`src/sar_ctrl_pkg.sv`:
```
// Package with register map, field positions, modes and timing counts for the SAR control
package sar_ctrl_pkg;

    // ************************************************************
    // Clock and timing
    // ************************************************************
    localparam int CLK_MHZ        = 250;
    localparam int ACQ_NS         = 250;
    localparam int WAKE_NS        = 100;
    localparam int CONV_FAST_NS   = 700;
    localparam int CONV_NORMAL_NS = 900;
    localparam int CONV_LOWPWR_NS = 1100;
    localparam int IDLE_LIMIT_NS  = 1000000;
    localparam int NBITS          = 14;

    // Least times round up
    localparam int ACQ_CYC  = (ACQ_NS * CLK_MHZ + 999) / 1000;
    localparam int WAKE_CYC = (WAKE_NS * CLK_MHZ + 999) / 1000;
    // Per-bit step times round down to fit the conversion window
    localparam int BIT_CYC_FAST   = (CONV_FAST_NS * CLK_MHZ / 1000) / NBITS;
    localparam int BIT_CYC_NORMAL = (CONV_NORMAL_NS * CLK_MHZ / 1000) / NBITS;
    localparam int BIT_CYC_LOWPWR = (CONV_LOWPWR_NS * CLK_MHZ / 1000) / NBITS;
    localparam int IDLE_LIMIT_CYC = IDLE_LIMIT_NS / 1000 * CLK_MHZ;

    // ************************************************************
    // Codes
    // ************************************************************
    localparam logic [13:0] CODE_MSB   = 14'h2000;
    localparam logic [13:0] CODE_MAX   = 14'h3FFF;
    localparam logic [13:0] CODE_ZERO  = 14'h0000;

    // ************************************************************
    // APB register map
    // ************************************************************
    localparam logic [7:0] ADDR_CTRL   = 8'h00;
    localparam logic [7:0] ADDR_STATUS = 8'h04;
    localparam logic [7:0] ADDR_RESULT = 8'h08;

    // CTRL fields
    localparam int CTRL_SW_CFG  = 0;
    localparam int CTRL_FAST    = 1;
    localparam int CTRL_LOWPWR  = 2;
    localparam int CTRL_TWOS    = 3;
    localparam logic [3:0] CTRL_RESET = 4'h0;

    // STATUS fields
    localparam int STAT_BUSY    = 0;
    localparam int STAT_MODE_LO = 1;
    localparam int STAT_MODE_HI = 2;
    localparam int STAT_TWOS    = 3;
    localparam int STAT_STALE   = 4;
    localparam int STAT_ACQ_OK  = 5;
    localparam int STAT_PDOWN   = 6;

    // ************************************************************
    // Types
    // ************************************************************
    typedef enum logic [1:0] {
        MODE_NORMAL = 2'b00,
        MODE_FAST   = 2'b01,
        MODE_LOWPWR = 2'b10
    } mode_type;

    typedef enum logic [1:0] {
        ST_ACQ  = 2'b00,
        ST_WAKE = 2'b01,
        ST_CONV = 2'b10,
        ST_DONE = 2'b11
    } state_type;

    // Mode from the two selects
    function automatic mode_type mode_decode(input logic fast, input logic lowpwr);
        mode_type m;
        m = MODE_NORMAL;
        if (fast && !lowpwr) begin
            m = MODE_FAST;
        end else if (!fast && lowpwr) begin
            m = MODE_LOWPWR;
        end
        return m;
    endfunction

    // Bit step length for a mode
    function automatic logic [7:0] bit_cycles(input mode_type m);
        logic [7:0] c;
        c = 8'(BIT_CYC_NORMAL);
        case (m)
            MODE_FAST:   c = 8'(BIT_CYC_FAST);
            MODE_LOWPWR: c = 8'(BIT_CYC_LOWPWR);
            default:     c = 8'(BIT_CYC_NORMAL);
        endcase
        return c;
    endfunction

endpackage

```
`src/sar_code_format.sv`:
```
// Output code formatter: straight binary or twos complement with clamping
`timescale 1ns/1ps
module sar_code_format
    import sar_ctrl_pkg::*;
(
    // Raw SAR code and coding select
    input  wire logic [13:0] i_raw,
    input  wire logic        i_twos,
    // Formatted code
    output logic      [13:0] o_code
);

    logic [13:0] clamped;

    always_comb begin
        // Decision loop cannot leave the code range; clamp kept as a guard
        clamped = (i_raw > CODE_MAX) ? CODE_MAX : i_raw;
        // Twos complement is straight binary with the top bit inverted
        o_code  = i_twos ? (clamped ^ CODE_MSB) : clamped;
    end

endmodule // sar_code_format

```
`src/sar_conversion_mode_control.sv`:
```
// SAR conversion sequencer with mode selection and APB configuration
//
// Design decisions made here: the address map and register access over APB.
`timescale 1ns/1ps
module sar_conversion_mode_control
    import sar_ctrl_pkg::*;
#(
    parameter int P_IDLE_LIMIT_CYC = IDLE_LIMIT_CYC
)(
    // Clock and reset
    input  wire logic        I_CLK,
    input  wire logic        I_RSTN,
    // Host pins
    input  wire logic        I_CONVERT_START_N,
    input  wire logic        I_FAST_SEL,
    input  wire logic        I_LOWPWR_SEL,
    input  wire logic        I_OUTPUT_CODING_SEL,
    // Comparator decision, same clock domain
    input  wire logic        I_CMP_KEEP,
    // APB slave
    input  wire logic        I_PSEL,
    input  wire logic        I_PENABLE,
    input  wire logic        I_PWRITE,
    input  wire logic [7:0]  I_PADDR,
    input  wire logic [31:0] I_PWDATA,
    output logic      [31:0] O_PRDATA,
    output logic             O_PREADY,
    output logic             O_PSLVERR,
    // Converter outputs
    output logic             O_BUSY,
    output logic             O_TRACK,
    output logic             O_POWER_DOWN,
    output logic      [13:0] O_DAC_CODE,
    output logic      [13:0] O_RESULT,
    output logic      [1:0]  O_MODE
);

    // ************************************************************
    // State
    // ************************************************************
    typedef struct packed {
        logic [2:0][3:0] sync;
        logic [3:0]      pin;
        state_type       state;
        mode_type        mode;
        logic            twos;
        logic [3:0]      ctrl;
        logic [7:0]      acq_cnt;
        logic            acq_ok;
        logic [7:0]      step_cnt;
        logic [3:0]      bit_idx;
        logic [13:0]     trial;
        logic [13:0]     result;
        logic            busy;
        logic            pdown;
        logic [19:0]     idle_cnt;
        logic            stale;
        logic [31:0]     prdata;
    } regs_type;

    localparam int PIN_START = 0;
    localparam int PIN_FAST  = 1;
    localparam int PIN_LOWP  = 2;
    localparam int PIN_CODE  = 3;

    localparam logic [7:0]  ACQ_LAST  = 8'(ACQ_CYC - 1);
    localparam logic [7:0]  WAKE_LAST = 8'(WAKE_CYC - 1);
    localparam logic [19:0] IDLE_LIM  = 20'(P_IDLE_LIMIT_CYC);

    regs_type r_q;
    regs_type r_d;

    logic        start_fall;
    logic        wr_en;
    logic        rd_setup;
    logic        addr_ok;
    mode_type    sel_mode;
    logic        sel_twos;
    logic [7:0]  step_last;
    logic [13:0] code_fmt;
    logic [13:0] final_code;

    // ************************************************************
    // Coding formatter
    // ************************************************************
    sar_code_format u_fmt (
        .i_raw  (r_q.trial),
        .i_twos (r_q.twos),
        .o_code (code_fmt)
    );

    assign final_code = code_fmt;

    // ************************************************************
    // Combinational decode
    // ************************************************************
    always_comb begin
        addr_ok  = (I_PADDR == ADDR_CTRL) || (I_PADDR == ADDR_STATUS)
                || (I_PADDR == ADDR_RESULT);
        wr_en    = I_PSEL && I_PENABLE && I_PWRITE && (I_PADDR == ADDR_CTRL);
        rd_setup = I_PSEL && !I_PENABLE;
        // Filtered start pin falls only once stages two and three agree
        start_fall = r_q.pin[PIN_START] && (r_q.sync[1][PIN_START] == r_q.sync[2][PIN_START])
                  && !r_q.sync[2][PIN_START];
        if (r_q.ctrl[CTRL_SW_CFG]) begin
            // Software configuration: select pins are don't care
            sel_mode = mode_decode(r_q.ctrl[CTRL_FAST], r_q.ctrl[CTRL_LOWPWR]);
            sel_twos = r_q.ctrl[CTRL_TWOS];
        end else begin
            sel_mode = mode_decode(r_q.pin[PIN_FAST], r_q.pin[PIN_LOWP]);
            sel_twos = r_q.pin[PIN_CODE];
        end
        step_last = bit_cycles(r_q.mode) - 8'h01;
    end

    // ************************************************************
    // Next state
    // ************************************************************
    always_comb begin
        r_d = r_q;

        // Three-stage pin synchronisers and agreement filter
        r_d.sync[0] = {I_OUTPUT_CODING_SEL, I_LOWPWR_SEL, I_FAST_SEL, I_CONVERT_START_N};
        r_d.sync[1] = r_q.sync[0];
        r_d.sync[2] = r_q.sync[1];
        for (int i = 0; i < 4; i++) begin
            if (r_q.sync[1][i] == r_q.sync[2][i]) begin
                r_d.pin[i] = r_q.sync[2][i];
            end
        end

        // Software config writable at any time, no reset needed
        if (wr_en) begin
            r_d.ctrl = I_PWDATA[3:0];
        end

        // Idle time since last conversion, watched only in fast mode
        if (r_q.state == ST_ACQ && r_q.idle_cnt < IDLE_LIM) begin
            r_d.idle_cnt = r_q.idle_cnt + 20'h00001;
        end

        case (r_q.state)
            ST_ACQ: begin
                if (!r_q.acq_ok) begin
                    if (r_q.acq_cnt == ACQ_LAST) begin
                        r_d.acq_ok = 1'b1;
                        // Configuration latches once a whole acquisition has elapsed
                        r_d.mode   = sel_mode;
                        r_d.twos   = sel_twos;
                    end else begin
                        r_d.acq_cnt = r_q.acq_cnt + 8'h01;
                    end
                end else begin
                    // Later config changes still wait one full acquisition
                    if (sel_mode != r_q.mode || sel_twos != r_q.twos) begin
                        r_d.acq_ok  = 1'b0;
                        r_d.acq_cnt = 8'h00;
                    end
                end
                // Edge before acquisition completes is ignored
                if (start_fall && r_q.acq_ok) begin
                    r_d.busy     = 1'b1;
                    r_d.acq_ok   = 1'b0;
                    r_d.acq_cnt  = 8'h00;
                    r_d.step_cnt = 8'h00;
                    r_d.stale    = (r_q.mode == MODE_FAST) && (r_q.idle_cnt >= IDLE_LIM);
                    // MSB trial shown from the start edge, also while waking
                    r_d.bit_idx  = 4'(NBITS - 1);
                    r_d.trial    = CODE_MSB;
                    if (r_q.pdown) begin
                        r_d.state = ST_WAKE;
                    end else begin
                        r_d.state = ST_CONV;
                    end
                end
            end
            ST_WAKE: begin
                if (r_q.step_cnt == WAKE_LAST) begin
                    r_d.pdown    = 1'b0;
                    r_d.step_cnt = 8'h00;
                    r_d.state    = ST_CONV;
                    r_d.bit_idx  = 4'(NBITS - 1);
                    r_d.trial    = CODE_MSB;
                end else begin
                    r_d.step_cnt = r_q.step_cnt + 8'h01;
                end
            end
            ST_CONV: begin
                if (r_q.step_cnt == step_last) begin
                    r_d.step_cnt = 8'h00;
                    // Drop trial bit when comparator says too high
                    if (!I_CMP_KEEP) begin
                        r_d.trial[r_q.bit_idx] = 1'b0;
                    end
                    if (r_q.bit_idx == 4'h0) begin
                        r_d.state = ST_DONE;
                    end else begin
                        // Halve the step: next lower bit on trial
                        r_d.bit_idx = r_q.bit_idx - 4'h1;
                        r_d.trial[r_q.bit_idx - 4'h1] = 1'b1;
                    end
                end else begin
                    r_d.step_cnt = r_q.step_cnt + 8'h01;
                end
            end
            ST_DONE: begin
                r_d.result   = final_code;
                r_d.busy     = 1'b0;
                r_d.pdown    = (r_q.mode == MODE_LOWPWR);
                r_d.idle_cnt = 20'h00000;
                r_d.state    = ST_ACQ;
            end
            default: begin
                r_d.state = ST_ACQ;
                r_d.busy  = 1'b0;
            end
        endcase

        // APB read data captured in the setup cycle
        if (rd_setup) begin
            r_d.prdata = 32'h00000000;
            case (I_PADDR)
                ADDR_CTRL: begin
                    r_d.prdata[3:0] = r_q.ctrl;
                end
                ADDR_STATUS: begin
                    r_d.prdata[STAT_BUSY]                 = r_q.busy;
                    r_d.prdata[STAT_MODE_HI:STAT_MODE_LO] = r_q.mode;
                    r_d.prdata[STAT_TWOS]                 = r_q.twos;
                    r_d.prdata[STAT_STALE]                = r_q.stale;
                    r_d.prdata[STAT_ACQ_OK]               = r_q.acq_ok;
                    r_d.prdata[STAT_PDOWN]                = r_q.pdown;
                end
                ADDR_RESULT: begin
                    r_d.prdata[13:0] = r_q.result;
                end
                default: begin
                    r_d.prdata = 32'h00000000;
                end
            endcase
        end
    end

    // ************************************************************
    // Registers
    // ************************************************************
    always_ff @(posedge I_CLK or negedge I_RSTN) begin
        if (!I_RSTN) begin
            r_q <= '{
                sync:     12'h111,
                pin:      4'h1,
                state:    ST_ACQ,
                mode:     MODE_NORMAL,
                twos:     1'b0,
                ctrl:     CTRL_RESET,
                acq_cnt:  8'h00,
                acq_ok:   1'b0,
                step_cnt: 8'h00,
                bit_idx:  4'h0,
                trial:    CODE_ZERO,
                result:   CODE_ZERO,
                busy:     1'b0,
                pdown:    1'b0,
                idle_cnt: 20'h00000,
                stale:    1'b0,
                prdata:   32'h00000000
            };
        end else begin
            r_q <= r_d;
        end
    end

    // ************************************************************
    // Outputs
    // ************************************************************
    assign O_PRDATA     = r_q.prdata;
    assign O_PREADY     = 1'b1;
    assign O_PSLVERR    = I_PSEL && I_PENABLE && !addr_ok;
    assign O_BUSY       = r_q.busy;
    assign O_TRACK      = (r_q.state == ST_ACQ);
    assign O_POWER_DOWN = r_q.pdown;
    assign O_DAC_CODE   = r_q.trial;
    assign O_RESULT     = r_q.result;
    assign O_MODE       = r_q.mode;

endmodule // sar_conversion_mode_control

```
`config.mk`:
```
export PLATFORM = sky130hd
export DESIGN_NAME = sar_conversion_mode_control
export DESIGN_NICKNAME = d
export VERILOG_FILES = /design/src/sar_ctrl_pkg.sv /design/src/sar_code_format.sv /design/src/sar_conversion_mode_control.sv
export SDC_FILE = /design/constraint.sdc
export NUM_CORES = 1
export LEC_CHECK = 0
export BUFFER_PORTS_ARGS = -buffer_cell sky130_fd_sc_hd__buf_2
export CORE_UTILIZATION = 48
export DETAILED_ROUTE_END_ITERATION = 8
export GPL_ROUTABILITY_DRIVEN = 0
export PLACE_DENSITY = 0.68
export SLEW_MARGIN = 10
export SYNTH_ARGS = -nofsm -noshare
export SYNTH_HDL_FRONTEND = slang
export SYNTH_SLANG_ARGS = --single-unit
export TNS_END_PERCENT = 1
```
`constraint.sdc`:
```
create_clock -name I_CLK -period 4.8 [get_ports I_CLK]
set_input_delay 0.96 -clock I_CLK [delete_from_list [all_inputs] [get_ports I_CLK]]
set_output_delay 0.96 -clock I_CLK [all_outputs]
set_load 0.01 [all_outputs]
```
==> flow_summary.html <==
<table>
<tr><th>Metric</th><th>Value</th></tr>
<tr><th colspan="2">CTS</th></tr>
<tr><td>H-tree levels</td><td>3</td></tr>
<tr><td>Deepest clock path buffer count</td><td>2</td></tr>
<tr><td>CTS Hold Buffers Added</td><td>0</td></tr>
<tr><td>Clk sinks</td><td>about 110</td></tr>
<tr><td>Buffer count from post-CTS setup fixing</td><td>0</td></tr>
<tr><td>Clock latency reported for the late side of the worst-skew pair</td><td>approximately 360 ps</td></tr>
<tr><td>Worst-path clk slew</td><td>approximately 80 ps</td></tr>
<tr><td>TritonCTS clock tree</td><td>done</td></tr>
<tr><td>Number of gates resized after CTS</td><td>0</td></tr>
<tr><td>Number of buffers added by the clock tree synthesis step</td><td>9</td></tr>
<tr><td>Root buffer cell</td><td>clkbuf_16</td></tr>
<tr><th colspan="2">GRT</th></tr>
<tr><td>Global route overflow</td><td>0</td></tr>
<tr><td>Number of antenna violations at the first check in global routing</td><td>0</td></tr>
<tr><td>Via count of the first global-routing pass</td><td>just over 4,000</td></tr>
<tr><td>Wire length of the first global-routing pass</td><td>between 20,000 and 25,000 um</td></tr>
<tr><td>Global-route usage over all layers</td><td>0.212</td></tr>
<tr><td>Maximum number of pins on one net before global-route repair</td><td>45</td></tr>
<tr><th colspan="2">Timing</th></tr>
<tr><td>Fin crit share</td><td>0.662</td></tr>
<tr><td>Worst Clk Skew</td><td>~9.9 ps</td></tr>
<tr><td>Maximum clock frequency</td><td>around 310 MHz</td></tr>
<tr><td>Relative max-transition margin</td><td>0.426</td></tr>
<tr><td>Number of pins with negative max-slew slack in the final report</td><td>0</td></tr>
<tr><td># setup viols final</td><td>0</td></tr>
<tr><td>Hold Fails Final Rpt</td><td>0</td></tr>
<tr><td>Min Clock Period, post-route</td><td>approximately 3200 ps</td></tr>
<tr><td>Unrepaired setup endpoints after global routing</td><td>false</td></tr>
<tr><td>Transition at the pin with the smallest max-transition slack</td><td>between 800 and 900 ps</td></tr>
<tr><td>Sum of negative setup slack</td><td>0 ps</td></tr>
<tr><th colspan="2">Synthesis</th></tr>
<tr><td>Synth Flop Type</td><td>dfrtp_1</td></tr>
<tr><td>Synthesized netlist cell count</td><td>just under 600</td></tr>
<tr><td>Number of enable flip-flop cells after synthesis</td><td>0</td></tr>
<tr><td>Flops &amp; latches, synth</td><td>about 110</td></tr>
<tr><td>Share of synthesized flip-flops with an asynchronous set or reset</td><td>1.00</td></tr>
<tr><td>Most area-hungry cell type in the Yosys netlist</td><td>dfrtp_1</td></tr>
<tr><td>Leading post-synthesis cells by cell area</td><td>dfrtp_1 46%, buf_4 8.2%, o21ai_0 5.3%</td></tr>
<tr><td>Seq/Total Area, Yosys</td><td>0.475</td></tr>
<tr><td>Post-synth top area share</td><td>0.457</td></tr>
<tr><td>Number of library cell types mapped by synthesis</td><td>~60</td></tr>
<tr><td>Post-synthesis instance area</td><td>roughly 6000 um2</td></tr>
<tr><td>Yosys synthesis warning count</td><td>0</td></tr>
<tr><td>Mapped Avg Cell Area</td><td>between 9 and 10 um2</td></tr>
<tr><th colspan="2">Power and ir drop</th></tr>
<tr><td>Clock network power share</td><td>0.429</td></tr>
<tr><td>Leakage power figure</td><td>slightly below 3 nW</td></tr>
<tr><td>Max IR drop VDD</td><td>between 0.00015 and 0.0002 V</td></tr>
<tr><td>Power share of the sequential group</td><td>0.540</td></tr>
<tr><td>Switching power summed over all nets</td><td>about 0.00039 W</td></tr>
<tr><td>Power density relative to cell area</td><td>roughly 280 nW/um2</td></tr>
<tr><td>Internal power of the cells</td><td>between 0.001 and 0.0015 W</td></tr>
<tr><td>Portion of total power attributed to combinational logic</td><td>0.031</td></tr>
<tr><td>Fraction of power spent switching nets</td><td>0.223</td></tr>
<tr><th colspan="2">Floorplan</th></tr>
<tr><td>Starting density of the core</td><td>0.502</td></tr>
<tr><td>Top-level I/O count</td><td>~120</td></tr>
<tr><td>Placement Rows</td><td>39</td></tr>
<tr><td>Die Height</td><td>about 110 um</td></tr>
<tr><td>Core Box Area</td><td>~12,000 um2</td></tr>
<tr><td>Die area</td><td>about 13,000 um2</td></tr>
<tr><td>Horizontal die dimension</td><td>~110 um</td></tr>
<tr><th colspan="2">Job</th></tr>
<tr><td>Number of maximum-capacitance violations</td><td>0</td></tr>
<tr><th colspan="2">Worst setup path</th></tr>
<tr><td>Highest net fanout along the worst path</td><td>9</td></tr>
<tr><td>Nature of the critical path startpoint</td><td>register</td></tr>
<tr><td>Sort of element at the end of the critical path</td><td>register</td></tr>
<tr><td>Required time at the endpoint of the critical path</td><td>slightly above 5000 ps</td></tr>
<tr><td>Class of the most critical setup path</td><td>reg -&gt; reg</td></tr>
<tr><td>Signal arrival time at the worst endpoint</td><td>about 3400 ps</td></tr>
<tr><th colspan="2">Drt</th></tr>
<tr><td>Wire length per cell</td><td>~16 um</td></tr>
<tr><td>DRC viols</td><td>0</td></tr>
<tr><td>Antenna Violating Nets Remaining</td><td>0</td></tr>
<tr><td>Drt total wl</td><td>12,500 um</td></tr>
<tr><td>Total via count in the routed design</td><td>roughly 4,300</td></tr>
<tr><td>Number of design-rule violations left by the first detailed-router iteration</td><td>between 300 and 400</td></tr>
<tr><td>Post-detailed-route via-to-cell ratio</td><td>about 5.6</td></tr>
<tr><td>Iteration count of the initial detailed-routing pass</td><td>5</td></tr>
<tr><th colspan="2">Layout</th></tr>
<tr><td>Net count, final</td><td>just under 700</td></tr>
<tr><td>Final core utilization</td><td>0.534</td></tr>
<tr><td>Antenna diodes</td><td>0</td></tr>
<tr><td>Share of final-layout standard cells stronger than drive strength 1</td><td>0.189</td></tr>
<tr><td>Relative area change from synthesis to final layout</td><td>6.24%</td></tr>
<tr><th colspan="2">Status</th></tr>
<tr><td>Run status</td><td>finished, final reports clean</td></tr>
<tr><th colspan="2">Placed design</th></tr>
<tr><td>Final HPWL from detailed placement</td><td>between 8000 and 9000 um</td></tr>
<tr><td>Number of I/O port buffers</td><td>69</td></tr>
<tr><th colspan="2">Worst hold path</th></tr>
<tr><td>Type of the tightest min-delay check</td><td>reg -&gt; reg</td></tr>
</table>
==> cells in the mapped netlist (all sizes together) (2+ instances only) <==
cell,count
o41a,2
o2111ai,2
o21ai,62
a22o,7
dfrtp,107
o31ai,2
dfstp,4
a22oi,3
inv,14
nand3,18
buf,66
nor2b,13
xnor2,6
or2,4
nand4,6
nand2,52
or4,3
a21o,3
nor3,6
nor2,35
nand2b,10
a41oi,2
and3,8
mux2i,11
a31oi,9
nand3b,4
and4,4
mux2,17
nor4,4
clkbuf,19
a21oi,27
maj3,4
or3,7
ha,13
o211ai,4
nor4bb,3
and2,2
conb,2
o41ai,2
nor3b,2
xor2,11
==> placed cells by master, fill, tap and decap left out, drive strengths merged, types with 4 or more instances in the layout <==
| cell | count |
|---|---|
| conb | 19 |
| a21oi | 27 |
| or3 | 7 |
| dfrtp | 107 |
| o211ai | 4 |
| nand2 | 52 |
| nor2 | 35 |
| o21ai | 62 |
| or2 | 4 |
| inv | 15 |
| xor2 | 11 |
| and3 | 8 |
| and4 | 4 |
| nand3b | 4 |
| ha | 13 |
| nand2b | 10 |
| maj3 | 4 |
| buf | 74 |
| mux2i | 11 |
| nand3 | 18 |
| nor4 | 4 |
| a22o | 7 |
| nand4 | 6 |
| dfstp | 4 |
| nor3 | 6 |
| mux2 | 17 |
| xnor2 | 6 |
| nor2b | 13 |
| clkbuf | 10 |
| a31oi | 9 |
==> sequential cells by signal (all words and copies together), names as in the netlist <==
name / flops
O_BUSY: 1
O_DAC_CODE: 14
O_MODE: 2
O_POWER_DOWN: 1
O_PRDATA: 14
O_RESULT: 14
r_d: 8
r_q: 57
==> stage by stage <==
step	setup WS, ps	instance area, um2	std cells	power, W	hold slack (ps)
after floorplan	2260	5920	614	0.00100	331
after global placement	1670	5930	746	0.00102	334
after detailed placement	1680	5930	746	0.00103	337
after CTS	1650	6220	762	0.00179	355
after global routing	1430	6220	762	0.00183	368
final	1620	6220	762	0.00176	354
==> kinds of logic (layout without fill, tap and decap cells) <==
family,after synthesis,count (layout),share of synthesized area
compound gates,137,137,0.143
xor+xnor,17,17,0.0254
fa+ha+maj,17,17,0.0346
buf+inv,99,104,0.105
flops,111,111,0.475
mux,28,28,0.0515
other cells,2,19,0.00128
simple gates,186,186,0.165
==> power by group through the flow <==
| stage | clock network (W) | registers, W | logic (W) |
|---|---|---|---|
| 3_5_place_dp | 0 | 0.000970 | 0.0000559 |
| 2_1_floorplan | 0 | 0.000968 | 0.0000351 |
| 6_report | 0.000756 | 0.000952 | 0.0000545 |
| 3_3_place_gp | 0 | 0.000969 | 0.0000543 |
| 4_1_cts | 0.000781 | 0.000951 | 0.0000561 |
| 5_1_grt | 0.000815 | 0.000953 | 0.0000625 |
==> path summary, 6_finish.rpt <==
check | to | startpoint | slack, ps | cells past startpoint
setup / recovery | r_q[87]$_DFFE_PN0P_ | O_MODE[0]$_DFFE_PN0P_ | 1620 | 8
hold / removal | r_d[127]$_DFF_PN0_ | r_d[123]$_DFF_PN0_ | 350 | 0
setup reg to reg | r_q[87]$_DFFE_PN0P_ | O_MODE[0]$_DFFE_PN0P_ | 1620 | 8
hold reg to reg | r_d[127]$_DFF_PN0_ | r_d[123]$_DFF_PN0_ | 350 | 0
max in group asynchronous | O_DAC_CODE[9]$_DFFE_PN0P_ | I_RSTN | 3210 | 2
min in group asynchronous | r_q[38]$_DFFE_PN0P_ | I_RSTN | 600 | 1
==> worst max-delay path, cell delays in order, from the launching register on <==
cell and delay [ps]:
dfrtp_1 510, inv_1 110, ha_1 290, nor4bb_1 490, xor2_1 150, o41a_1 380
o21ai_0 560, nor2_1 260, mux2_2 320
==> area by class of cell <==
cell class | count | area, um2
Clock buffer | 10 | 229
Clock inverter | 6 | 68.8
Fill cell | 1053 | 5440
Inverter | 14 | 52.6
Multi-Input combinational cell | 404 | 2530
Sequential cell | 111 | 2780
Tap cell | 143 | 179
Timing Repair Buffer | 74 | 385
==> layer usage <==
metal / part of all wire / track usage / wire (um)
met2: 0.45 / 0.324 / 5670
met1: 0.48 / 0.299 / 5960
met4: 0.021 / 0.0916 / 257
met3: 0.047 / 0.0340 / 586
met5: 0 / 0 / 0
(Power assumes the default switching activity.)
